## src/verilog/polarity_regs_pkg.sv

```systemverilog
// Package with register map, field positions and reset values for the polarity and reset slice.
package polarity_regs_pkg;
   localparam logic [15:0] GAIN_POLARITY_ADDR = 16'h01d5;
   localparam logic [15:0] CODING_CTRL_ADDR = 16'h0000;
   localparam int TX_INVERT_BIT = 1;
   localparam int RX_INVERT_BIT = 0;
   localparam int CODING_RESET_BIT = 15;
   localparam logic [15:0] GAIN_POLARITY_RESET = 16'hf500;
   localparam logic [15:0] CODING_CTRL_RESET = 16'h0000;

   typedef struct packed {
      logic wr;
      logic rd;
      logic ext;
      logic [15:0] addr;
      logic [15:0] wdata;
   } reg_req_type;
endpackage

```

## src/verilog/serdes_polarity_coding_sublayer_reset_regs.sv

```systemverilog
// Polarity controls and self-clearing coding-sublayer reset register slice.
`timescale 1ns/1ps
`default_nettype none
module serdes_polarity_coding_sublayer_reset_regs
   import polarity_regs_pkg::*;
#(
   parameter int LANE_WIDTH = 10
) (
   input wire logic core_clk_in,
   input wire logic reset_in,
   input wire reg_req_type req_in,
   output logic [15:0] rdata_out,
   output logic rvalid_out,
   input wire logic [LANE_WIDTH-1:0] tx_data_in,
   output logic [LANE_WIDTH-1:0] tx_line_out,
   input wire logic [LANE_WIDTH-1:0] rx_line_in,
   output logic [LANE_WIDTH-1:0] rx_data_out,
   output logic coding_sublayer_reset_out,
   output logic soft_reset_out
);

   logic [15:0] gain_and_polarity;
   logic coding_sublayer_reset;
   logic soft_reset;

   function automatic logic hit(input reg_req_type r, input logic ext, input logic [15:0] a);
      hit = (r.ext == ext) && (r.addr == a);
   endfunction

   function automatic logic [LANE_WIDTH-1:0] lane_invert(input logic [LANE_WIDTH-1:0] d,
                                                         input logic inv);
      lane_invert = d ^ {LANE_WIDTH{inv}};
   endfunction

   logic rd_gain;
   logic rd_coding;
   logic wr_direct_zero;
   assign rd_gain = req_in.rd && hit(req_in, 1'b0, GAIN_POLARITY_ADDR);
   assign rd_coding = req_in.rd && hit(req_in, 1'b1, CODING_CTRL_ADDR);
   // A direct write to address 0 belongs to the basic control register, not to this slice.
   assign wr_direct_zero = req_in.wr && hit(req_in, 1'b0, CODING_CTRL_ADDR);

   logic wr_gain;
   logic wr_coding;
   assign wr_gain = req_in.wr && hit(req_in, 1'b0, GAIN_POLARITY_ADDR);
   // Only the extended path reaches the control register; direct address 0 is not ours.
   assign wr_coding = req_in.wr && hit(req_in, 1'b1, CODING_CTRL_ADDR);

   always_ff @(posedge core_clk_in) begin
      if (reset_in || soft_reset) begin
         gain_and_polarity <= GAIN_POLARITY_RESET;
      end else if (wr_gain) begin
         gain_and_polarity <= req_in.wdata;
      end
   end

   // The reset bit is a one-cycle pulse; it clears itself on the next edge.
   always_ff @(posedge core_clk_in) begin
      if (reset_in) begin
         coding_sublayer_reset <= 1'b0;
      end else begin
         coding_sublayer_reset <= wr_coding && req_in.wdata[CODING_RESET_BIT];
      end
   end

   // Soft reset follows one cycle after the sublayer reset, as a basic control reset would.
   always_ff @(posedge core_clk_in) begin
      if (reset_in) begin
         soft_reset <= 1'b0;
      end else begin
         soft_reset <= coding_sublayer_reset;
      end
   end

   logic [15:0] next_rdata;
   always_comb begin
      if (rd_gain) begin
         next_rdata = gain_and_polarity;
      end else if (rd_coding) begin
         // Only the reset bit is live; the reserved field is hard zero.
         next_rdata = {coding_sublayer_reset, 15'h0000};
      end else begin
         next_rdata = 16'h0000;
      end
   end

   // Read data holds until the next read, so software may pick it up late.
   always_ff @(posedge core_clk_in) begin
      if (reset_in) begin
         rdata_out <= 16'h0000;
         rvalid_out <= 1'b0;
      end else begin
         rvalid_out <= req_in.rd;
         if (req_in.rd) begin
            rdata_out <= next_rdata;
         end
      end
   end

   // Registered line data keeps the complement glitch free; costs one cycle of latency.
   always_ff @(posedge core_clk_in) begin
      if (reset_in) begin
         tx_line_out <= '0;
         rx_data_out <= '0;
      end else begin
         tx_line_out <= lane_invert(tx_data_in, gain_and_polarity[TX_INVERT_BIT]);
         rx_data_out <= lane_invert(rx_line_in, gain_and_polarity[RX_INVERT_BIT]);
      end
   end

   assign coding_sublayer_reset_out = coding_sublayer_reset;
   assign soft_reset_out = soft_reset;

   AST_TX_INV: assert property (@(posedge core_clk_in) disable iff (reset_in)
      ##1 tx_line_out == ($past(tx_data_in) ^ {LANE_WIDTH{$past(gain_and_polarity[TX_INVERT_BIT])}}))
      else $error("tx line not complemented per control bit");
   AST_RX_INV: assert property (@(posedge core_clk_in) disable iff (reset_in)
      ##1 rx_data_out == ($past(rx_line_in) ^ {LANE_WIDTH{$past(gain_and_polarity[RX_INVERT_BIT])}}))
      else $error("rx data not complemented per control bit");
   AST_RESET_PULSE: assert property (@(posedge core_clk_in) disable iff (reset_in)
      (wr_coding && req_in.wdata[CODING_RESET_BIT]) |=> coding_sublayer_reset ##1 !coding_sublayer_reset)
      else $error("sublayer reset did not pulse and self clear");
   AST_SOFT_FOLLOWS: assert property (@(posedge core_clk_in) disable iff (reset_in)
      coding_sublayer_reset |=> soft_reset ##1 (gain_and_polarity == GAIN_POLARITY_RESET))
      else $error("soft reset did not follow sublayer reset");
   AST_RESERVED_ZERO: assert property (@(posedge core_clk_in) disable iff (reset_in)
      (req_in.rd && hit(req_in, 1'b1, CODING_CTRL_ADDR)) |=> (rdata_out[14:0] == 15'h0000))
      else $error("reserved bits read nonzero");
   AST_DIRECT_NO_RESET: assert property (@(posedge core_clk_in) disable iff (reset_in)
      (req_in.wr && !req_in.ext && !($past(req_in.wr) && $past(req_in.ext))) |=> !coding_sublayer_reset)
      else $error("direct write caused sublayer reset");
   AST_REG_HOLD: assert property (@(posedge core_clk_in) disable iff (reset_in)
      (!wr_gain && !soft_reset) |=> $stable(gain_and_polarity))
      else $error("gain register changed without write");
   AST_WRITE_LAND: assert property (@(posedge core_clk_in) disable iff (reset_in)
      (wr_gain && !soft_reset) |=> (gain_and_polarity == $past(req_in.wdata)))
      else $error("gain write not stored");

   // Reset values and line behaviour for each state of the polarity bits.
   AST_GAIN_RESET_VAL: assert property (@(posedge core_clk_in) disable iff (reset_in)
      $past(reset_in)
      |-> (gain_and_polarity == GAIN_POLARITY_RESET))
      else $error("gain register not at reset value after reset");
   AST_TX_NORMAL: assert property (@(posedge core_clk_in) disable iff (reset_in)
      !gain_and_polarity[TX_INVERT_BIT]
      |=> (tx_line_out == $past(tx_data_in)))
      else $error("tx line altered with polarity normal");
   AST_TX_INVERT_SET: assert property (@(posedge core_clk_in) disable iff (reset_in)
      gain_and_polarity[TX_INVERT_BIT]
      |=> (tx_line_out == ~$past(tx_data_in)))
      else $error("tx line not inverted with invert bit set");
   AST_RX_NORMAL: assert property (@(posedge core_clk_in) disable iff (reset_in)
      !gain_and_polarity[RX_INVERT_BIT]
      |=> (rx_data_out == $past(rx_line_in)))
      else $error("rx data altered with polarity normal");
   AST_RX_INVERT_SET: assert property (@(posedge core_clk_in) disable iff (reset_in)
      gain_and_polarity[RX_INVERT_BIT]
      |=> (rx_data_out == ~$past(rx_line_in)))
      else $error("rx data not inverted with invert bit set");

   // The reset bit and the soft reset must never appear on their own.
   AST_CS_RESET_QUIET: assert property (@(posedge core_clk_in) disable iff (reset_in)
      !(wr_coding && req_in.wdata[CODING_RESET_BIT])
      |=> !coding_sublayer_reset)
      else $error("sublayer reset raised without a request");
   AST_CTRL_READ_BIT15: assert property (@(posedge core_clk_in) disable iff (reset_in)
      rd_coding
      |=> (rdata_out[CODING_RESET_BIT] == $past(coding_sublayer_reset)))
      else $error("control read does not show the reset bit");
   AST_SOFT_ONLY_AFTER: assert property (@(posedge core_clk_in) disable iff (reset_in)
      soft_reset
      |-> $past(coding_sublayer_reset))
      else $error("soft reset without a sublayer reset before it");
   AST_SOFT_PULSE: assert property (@(posedge core_clk_in) disable iff (reset_in)
      soft_reset
      |=> !soft_reset)
      else $error("soft reset longer than one cycle");
   AST_POLARITY_CLEAR_AFTER_SOFT: assert property (@(posedge core_clk_in) disable iff (reset_in)
      soft_reset
      |=> (!gain_and_polarity[TX_INVERT_BIT] && !gain_and_polarity[RX_INVERT_BIT]))
      else $error("polarity bits not cleared by soft reset");
   AST_RESERVED_WRITE_IGNORED: assert property (@(posedge core_clk_in) disable iff (reset_in)
      (wr_coding && !req_in.wdata[CODING_RESET_BIT])
      |=> !coding_sublayer_reset)
      else $error("reserved write had an effect");

   // Direct addresses must never reach the extended control register.
   AST_DIRECT_ZERO_IGNORED: assert property (@(posedge core_clk_in) disable iff (reset_in)
      wr_direct_zero
      |=> !coding_sublayer_reset)
      else $error("direct write to address zero reset the sublayer");
   AST_UNMAPPED_READ_ZERO: assert property (@(posedge core_clk_in) disable iff (reset_in)
      (req_in.rd && !rd_gain && !rd_coding)
      |=> (rdata_out == 16'h0000))
      else $error("unmapped read returned nonzero data");
   AST_GAIN_DIRECT_ONLY: assert property (@(posedge core_clk_in) disable iff (reset_in)
      (req_in.wr && req_in.ext && !soft_reset)
      |=> $stable(gain_and_polarity))
      else $error("extended write changed the gain register");

   COV_CTRL_READ: cover property (@(posedge core_clk_in) disable iff (reset_in)
      rd_coding);
   COV_DIRECT_ZERO: cover property (@(posedge core_clk_in) disable iff (reset_in)
      wr_direct_zero);
   COV_TX_INV: cover property (@(posedge core_clk_in) disable iff (reset_in)
      gain_and_polarity[TX_INVERT_BIT]);
   COV_RX_INV: cover property (@(posedge core_clk_in) disable iff (reset_in)
      gain_and_polarity[RX_INVERT_BIT]);
   COV_RESET_SEQ: cover property (@(posedge core_clk_in) disable iff (reset_in)
      coding_sublayer_reset ##1 soft_reset);
endmodule
`default_nettype wire

```

## config.mk

```make
export PLATFORM = sky130hd
export DESIGN_NAME = serdes_polarity_coding_sublayer_reset_regs
export DESIGN_NICKNAME = d
export VERILOG_FILES = /design/src/verilog/polarity_regs_pkg.sv /design/src/verilog/serdes_polarity_coding_sublayer_reset_regs.sv
export SDC_FILE = /design/constraint.sdc
export NUM_CORES = 1
export LEC_CHECK = 0
export ABC_AREA = 1
export BUFFER_PORTS_ARGS = -buffer_cell sky130_fd_sc_hd__buf_2
export CORE_UTILIZATION = 25
export DETAILED_ROUTE_END_ITERATION = 6
export GPL_ROUTABILITY_DRIVEN = 0
export PLACE_DENSITY_LB_ADDON = 0.15
export SLEW_MARGIN = 0
export SYNTH_ARGS = -nofsm -noshare
export SYNTH_HDL_FRONTEND = slang
export SYNTH_SLANG_ARGS = --single-unit
```

## constraint.sdc

```tcl
create_clock -name core_clk_in -period 1.2 [get_ports core_clk_in]
set_input_delay 0.12 -clock core_clk_in [delete_from_list [all_inputs] [get_ports core_clk_in]]
set_output_delay 0.12 -clock core_clk_in [all_outputs]
set_load 0.01 [all_outputs]
```

==> impl_metrics.toml, run 1 <==
[critical_path]
r2r_cells = 3
crit_arrival_ns = 1.16
critPathMaxFanout = 9
path_cells = "buf_4 -> xnor2_1 -> nor2_1"
crit_path_end_kind = "flip-flop"
setup.worst_path.start = "gain_and_polarity[1]$_SDFFE_PP0P_"
rrSetupSlack_ns = 0.22
endpoint = "tx_line_out[7]$_SDFF_PP0_"
critPathRequiredTime_ns = 1.39
slowest_delay_ns = 0.44
r2r_end = "tx_line_out[7]$_SDFF_PP0_"
crit_slowest_cell = "dfxtp_1"
reg2reg_from = "gain_and_polarity[1]$_SDFFE_PP0P_"
start_kind = "flip-flop"
critPathKind = "flip-flop to flip-flop"

[sta]
fmax_mhz = 1030
tightest_slew_ns = 0.254
hold_violations = 0
min_period_over_period_pct = 81.3
grt_setup_unrepaired = "false"
fin_setup_tns_ns = 0
setup_viol = 0
skew_ns = 0.00212
max_slew_margin_pct = 83.1
min_period_ns = 0.975
finalMaxSlewViolations = 0

[clocking]
clockBufferDepth = 2
post_cts_buffers = 0
cts.sinks = 55
cts_tree = "done"
cts.clk_slew.worst_paths_ns = 0.10
hold_buffers = 0
ctsResizeCount = 0
clock_latency_ns = 0.30
cts_max_level = 2
cts_made_buffers = 5
clockRootBuffer = "clkbuf_8"

[floorplan]
ios = 96
rows = 33
die_height_um = 95.5
start_util_pct = 26.2
fp.coreArea_mm2 = 0.00834
die-area_mm2 = 0.00911
dieWidth_um = 95.5

[global_routing]
grt_overflow_total = 0
use_met3_pct = 3.67
gr-usage-met1_pct = 13.9
grt_pass1_vias = 1810
grt_use_total_pct = 11.7
met2_usage_pct = 20.4
grt_max_degree = 25
top_usage_layer = "met2"
grt_pass1_wl_um = 8230
antenna_found_initial = 0

[synth]
synth_area_mm2 = 0.00218
synth-seq-cells = 55
synthTopCellsByArea = "dfxtp_1 (50%), nor2_1 (9.6%), nand2_1 (9.3%), xnor2_1 (8.0%), a21oi_2 (4.0%)"
syn_area_per_cell_um2 = 8.40
yosysSeqAreaShare_pct = 50.4
synth_top_area_cell = "dfxtp_1"
syn_nets = 317
synthDistinctLibCells = 24
syn_inst = 260
yosys_warnings = 0
synth_top_cell_area_share_pct = 50.4

[layout]
drive_above_1_share_pct = 40.1
syn2layout_area_growth_pct = 34.4
nets = 420
n_antenna_cell = 0

[pwr]
p_per_area_mw_per_mm2 = 1120
p_total_mw = 3.28
max-vdd-ir-drop_mv = 0.435
p_leak_nw = 1.41

[route]
drtAntennaViolNets = 0
drc_errors = 0
vias = 1847
wl_per_cell_um = 10.7
dr.pass1.iters = 4
vias_per_cell = 3.94
drt_wl_total_um = 5010
dr.first_iter.drc_count = 40

[run_status]
status = "completed"

[placed_design]
dp_hpwl_um = 3710
portBuffers = 95

[min_path]
holdPathStages = 3
hold_class = "input port to flip-flop"

[flow_run]
drv_cap = 0
area by class of cell:
class | count | area, µm²
Fill cell | 908 | 5410
Sequential cell | 55 | 1100
Multi-Input combinational cell | 178 | 952
Timing Repair Buffer | 107 | 591
Tap cell | 105 | 131
Clock buffer | 8 | 100
Inverter | 16 | 60.1
layout by cell type (no fill, tap or decap):
master | synthesis | final
nand3_1 | 9 | 9
nor2_1 | 56 | 56
clkbuf_1 | 2 | 1
buf_12 | 1 | 2
nand2_2 | 12 | 12
nand4_1 | 1 | 1
a21oi_2 | 10 | 10
buf_2 | 4 | 95
and2_2 | 1 | 1
nor2_2 | 1 | 1
nand2_1 | 54 | 54
or2_2 | 1 | 1
inv_2 | 2 | 2
buf_4 | 0 | 10
clkbuf_8 | 0 | 7
a21oi_1 | 5 | 5
nor2_4 | 1 | 1
o21ai_0 | 3 | 3
nand4_4 | 1 | 1
nand3_4 | 1 | 1
xnor2_1 | 20 | 20
nor2_8 | 2 | 2
dfxtp_1 | 55 | 55
inv_1 | 14 | 14
sequential cells by signal (all words and copies together) (netlist names):
signal / flops
gain_and_polarity: 16
rx_data_out: 10
coding_sublayer_reset_out: 1
rdata_out: 16
rvalid_out: 1
soft_reset_out: 1
tx_line_out: 10
Yosys cell counts:
| cell type | n |
|---|---|
| a21oi_2 | 10 |
| clkbuf_1 | 2 |
| a21oi_1 | 5 |
| and2_2 | 1 |
| nand2_1 | 54 |
| o21ai_0 | 3 |
| inv_2 | 2 |
| nand3_4 | 1 |
| or2_2 | 1 |
| nand4_1 | 1 |
| xnor2_1 | 20 |
| nor2_2 | 1 |
| buf_6 | 1 |
| nor2_8 | 2 |
| nor2_1 | 56 |
| buf_12 | 1 |
| dfxtp_1 | 55 |
| nor2_4 | 1 |
| nand3_1 | 9 |
| inv_1 | 14 |
| nand4_4 | 1 |
| nand2_2 | 12 |
| buf_2 | 4 |
| buf_1 | 3 |
metrics by stage:
step                utilization [%]  hold slack (ns)  area [µm²]  worst slack, ns  cells
CTS                            35.2          0.00493        2940            0.189    469
detailed placement             34.0            0.326        2840          -0.0466    461
global placement               34.0            0.331        2840          -0.0355    461
global route                   35.2           0.0234        2940            0.107    469
floorplan                         -            0.233        2180           0.0979    260
finish                         35.2           0.0144        2940            0.225    469
logic make-up (layout without fill, tap and decap cells):
family,after synthesis,in the layout,share of synthesized area (%)
and+or+nand+nor,140,140,29.7
buffers and inverters,27,131,5.96
xor gates and xnor gates,20,20,8.02
AOI/OAI and AO/OA,18,18,5.84
DFF,55,55,50.4
worst min path at each step:
stage | from | end
after global placement | req_in[8] | gain_and_polarity[8]$_SDFFE_PP1P_
after floorplan | req_in[10] | gain_and_polarity[10]$_SDFFE_PP1P_
after CTS | req_in[14] | gain_and_polarity[14]$_SDFFE_PP1P_
after detailed placement | req_in[14] | gain_and_polarity[14]$_SDFFE_PP1P_
after global routing | req_in[8] | gain_and_polarity[8]$_SDFFE_PP1P_
final | req_in[14] | gain_and_polarity[14]$_SDFFE_PP1P_
critical path, delay by kind of cell (launching register included):
| family | cells | cell delay, ns |
|---|---|---|
| XOR/XNOR | 1 | 0.14 |
| buffers and inverters | 1 | 0.24 |
| flip-flops | 1 | 0.44 |
| AND/OR/NAND/NOR | 1 | 0.06 |
power breakdown:
part	switching, mW	internal [mW]
Combinational	0.153	0.144
Sequential	0.00838	1.86
Clock	0.580	0.528
layer usage:
layer  routed length, µm  vias up
li1                    -      993
met3                 445        4
met2                2240       63
met5                   0        -
met1                2290      787
met4                  38        0
(Power assumes the default switching activity.)
==> run 2: changes to the inputs <==
- ABC_AREA: 1 -> 0
- clock period: 1.2 -> 0.9 ns (I/O delays scaled with it)
==> impl_metrics.toml, run 2 <==
[run_status]
status = "complete, but fails checks"
violations = "negative setup slack"

[synth]
syn_area_per_cell_um2 = 9.32
synth_flop_cell = "dfxtp_1"
yosysMostFrequentCell = "dfxtp_1"
synth_area_mm2 = 0.00217
yosysSeqAreaShare_pct = 50.7
synth_top_cell_area_share_pct = 50.7
synthDistinctLibCells = 31
synth-seq-cells = 55
synth_top_area_cell = "dfxtp_1"
async_flop_share_pct = 0
yosys_warnings = 0
synth_edf_count = 0
netlist_top_cells_count = "dfxtp_1 (55), a21oi_1 (25), nand4_1 (25)"
syn_nets = 290
syn_inst = 233
synthTopCellsByArea = "dfxtp_1 (51%), xnor2_1 (8.1%), nand4_1 (7.2%), a21oi_1 (5.8%), nand2b_1 (4.3%)"

[pwr]
p_leak_nw = 1.34
p_per_area_mw_per_mm2 = 1320
p_total_mw = 4.31
max-vdd-ir-drop_mv = 0.551

[route]
vias_per_cell = 4.49
drc_errors = 0
vias = 2040
drt_wl_total_um = 6170
dr.pass1.iters = 4
dr.first_iter.drc_count = 72
wl_per_cell_um = 13.6
drtAntennaViolNets = 0

[layout]
syn2layout_area_growth_pct = 50.8
n_antenna_cell = 0
fin_util_pct = 39.5
final_cell_mix = "buf_2 (88), dfxtp_1 (34), nand4_1 (25)"
register_area_mm2 = 0.00113
nets = 405
n_fill_cell = 854
fin_area_mm2 = 0.00328
drive_above_1_share_pct = 52.4
multi_input_area_mm2 = 0.00107
top_regs = "gain_and_polarity: 16 flops, rdata_out: 16 flops"
final_common_cell = "buf_2"

[placed_design]
dp_hpwl_um = 4210
placed_cell_area_mm2 = 0.00292
dp_slack_ns = -0.907
portBuffers = 95

[flow_run]
drv_cap = 0

[sta]
skew_ns = 0.00597
setup_viol = 34
fmax_mhz = 693
max_slew_margin_pct = 74.5
finalMaxSlewViolations = 0
min_period_over_period_pct = 160
hold_violations = 0
tightest_slew_ns = 0.382
final.setup.worst_slack_ns = -0.543
fin_setup_tns_ns = -15.63
grt_setup_unrepaired = "true"
min_period_ns = 1.44

[floorplan]
fp.coreArea_mm2 = 0.00830
die-area_mm2 = 0.00906
rows = 33
dieWidth_um = 95.2
start_util_pct = 26.2
die_height_um = 95.2
ios = 96

[clocking]
cts_made_buffers = 5
cts.clk_slew.worst_paths_ns = 0.10
cts_tree = "done"
clockBufferDepth = 2
clock_latency_ns = 0.30
clockRootBuffer = "clkbuf_8"
cts_max_level = 2
cts.sinks = 55

[critical_path]
start_kind = "input port"
reg2reg_from = "soft_reset_out$_SDFF_PP0_"
crit_arrival_ns = 1.63
r2r_cells = 2
critPathRequiredTime_ns = 1.09
critPathKind = "input port to flip-flop"
critPathTopFamily = "simple AND/OR/NAND/NOR gates"
crit_slowest_cell = "or4_4"
path_cells = "buf_6 -> or4_4 -> or4_4 -> o21ai_2 -> a21oi_1"
rrSetupSlack_ns = -0.05
r2r_end = "gain_and_polarity[0]$_SDFFE_PP0P_"
path_common_cell = "or4_4"
worst-path-buf-inv = 1
critPathMaxFanout = 8
slowest_delay_ns = 0.66
crit_path_end_kind = "flip-flop"

[global_routing]
grt_pass1_vias = 1957
grt_max_degree = 37
grt_overflow_total = 0
antenna_found_initial = 0
grt_pass1_wl_um = 9590
grt_use_total_pct = 13.9

[min_path]
hold_class = "input port to flip-flop"
holdPathStages = 3
holdPathEnd = "tx_line_out[2]$_SDFF_PP0_"
min_from = "tx_data_in[2]"
run 2: worst register-to-register path: stages, from the launching register on:
cell and delay [ns]:
dfxtp_2 0.35, or2_2 0.39, a21oi_1 0.14
run 2: kinds of logic (layout without fill, tap and decap cells):
group	after synthesis	count (layout)	share of synthesized area, %
simple gates	88	89	23.8
flops	55	55	50.7
compound gates	49	49	12.0
buf+inv	21	136	5.41
xor+xnor	20	20	8.06
run 2: worst max-delay path by stage:
stage | start | to | slack (ns) | depth (start not counted)
after detailed placement | req_in[27] | gain_and_polarity[13]$_SDFFE_PP1P_ | -0.91 | 5
after global routing | req_in[25] | rdata_out[15]$_SDFFE_PP0P_ | -0.56 | 8
after global placement | req_in[27] | gain_and_polarity[13]$_SDFFE_PP1P_ | -0.87 | 5
after CTS | req_in[27] | gain_and_polarity[8]$_SDFFE_PP1P_ | -0.54 | 5
after floorplan | req_in[27] | gain_and_polarity[0]$_SDFFE_PP0P_ | -0.84 | 6
final | req_in[27] | gain_and_polarity[2]$_SDFFE_PP0P_ | -0.54 | 5
run 2: area by class of cell:
| cell class | instances | area share, % |
|---|---|---|
| sequential | 55 | 34.4 |
| multi-input combinational | 158 | 32.7 |
| timing repair buffer | 128 | 26.2 |
| tap | 105 | 4.01 |
| clock buffer | 6 | 2.22 |
| clock inverter | 2 | 0.382 |
run 2: what timing repair did:
action                     CTS  global route
pin swaps                    9            25
gates resized for setup     15            41
hold buffers                 1             0
setup buffers                0             5
gates cloned                 2             1
hold endpoints to repair     2             0
setup endpoints to repair   35            57
run 2: per-stage QoR:
stage | hold WS (ns) | instances
floorplan | 0.214 | 233
global placement | 0.325 | 437
detailed placement | 0.333 | 437
CTS | 0.00746 | 448
global route | 0.0141 | 454
finish | 0.0185 | 454
run 2: power breakdown:
part           switching [mW]  total (mW)  internal, mW
Combinational           0.236       0.478         0.242
Sequential             0.0110        2.49          2.48
Clock                   0.795        1.34         0.547
Total                    1.04        4.31          3.27
run 2: layer usage:
layer | GRT usage (%) | wire, µm
met2 | 22.9 | 2860
met5 | 0 | 0
met4 | 3.41 | 29
met3 | 3.35 | 420
met1 | 18.1 | 2850
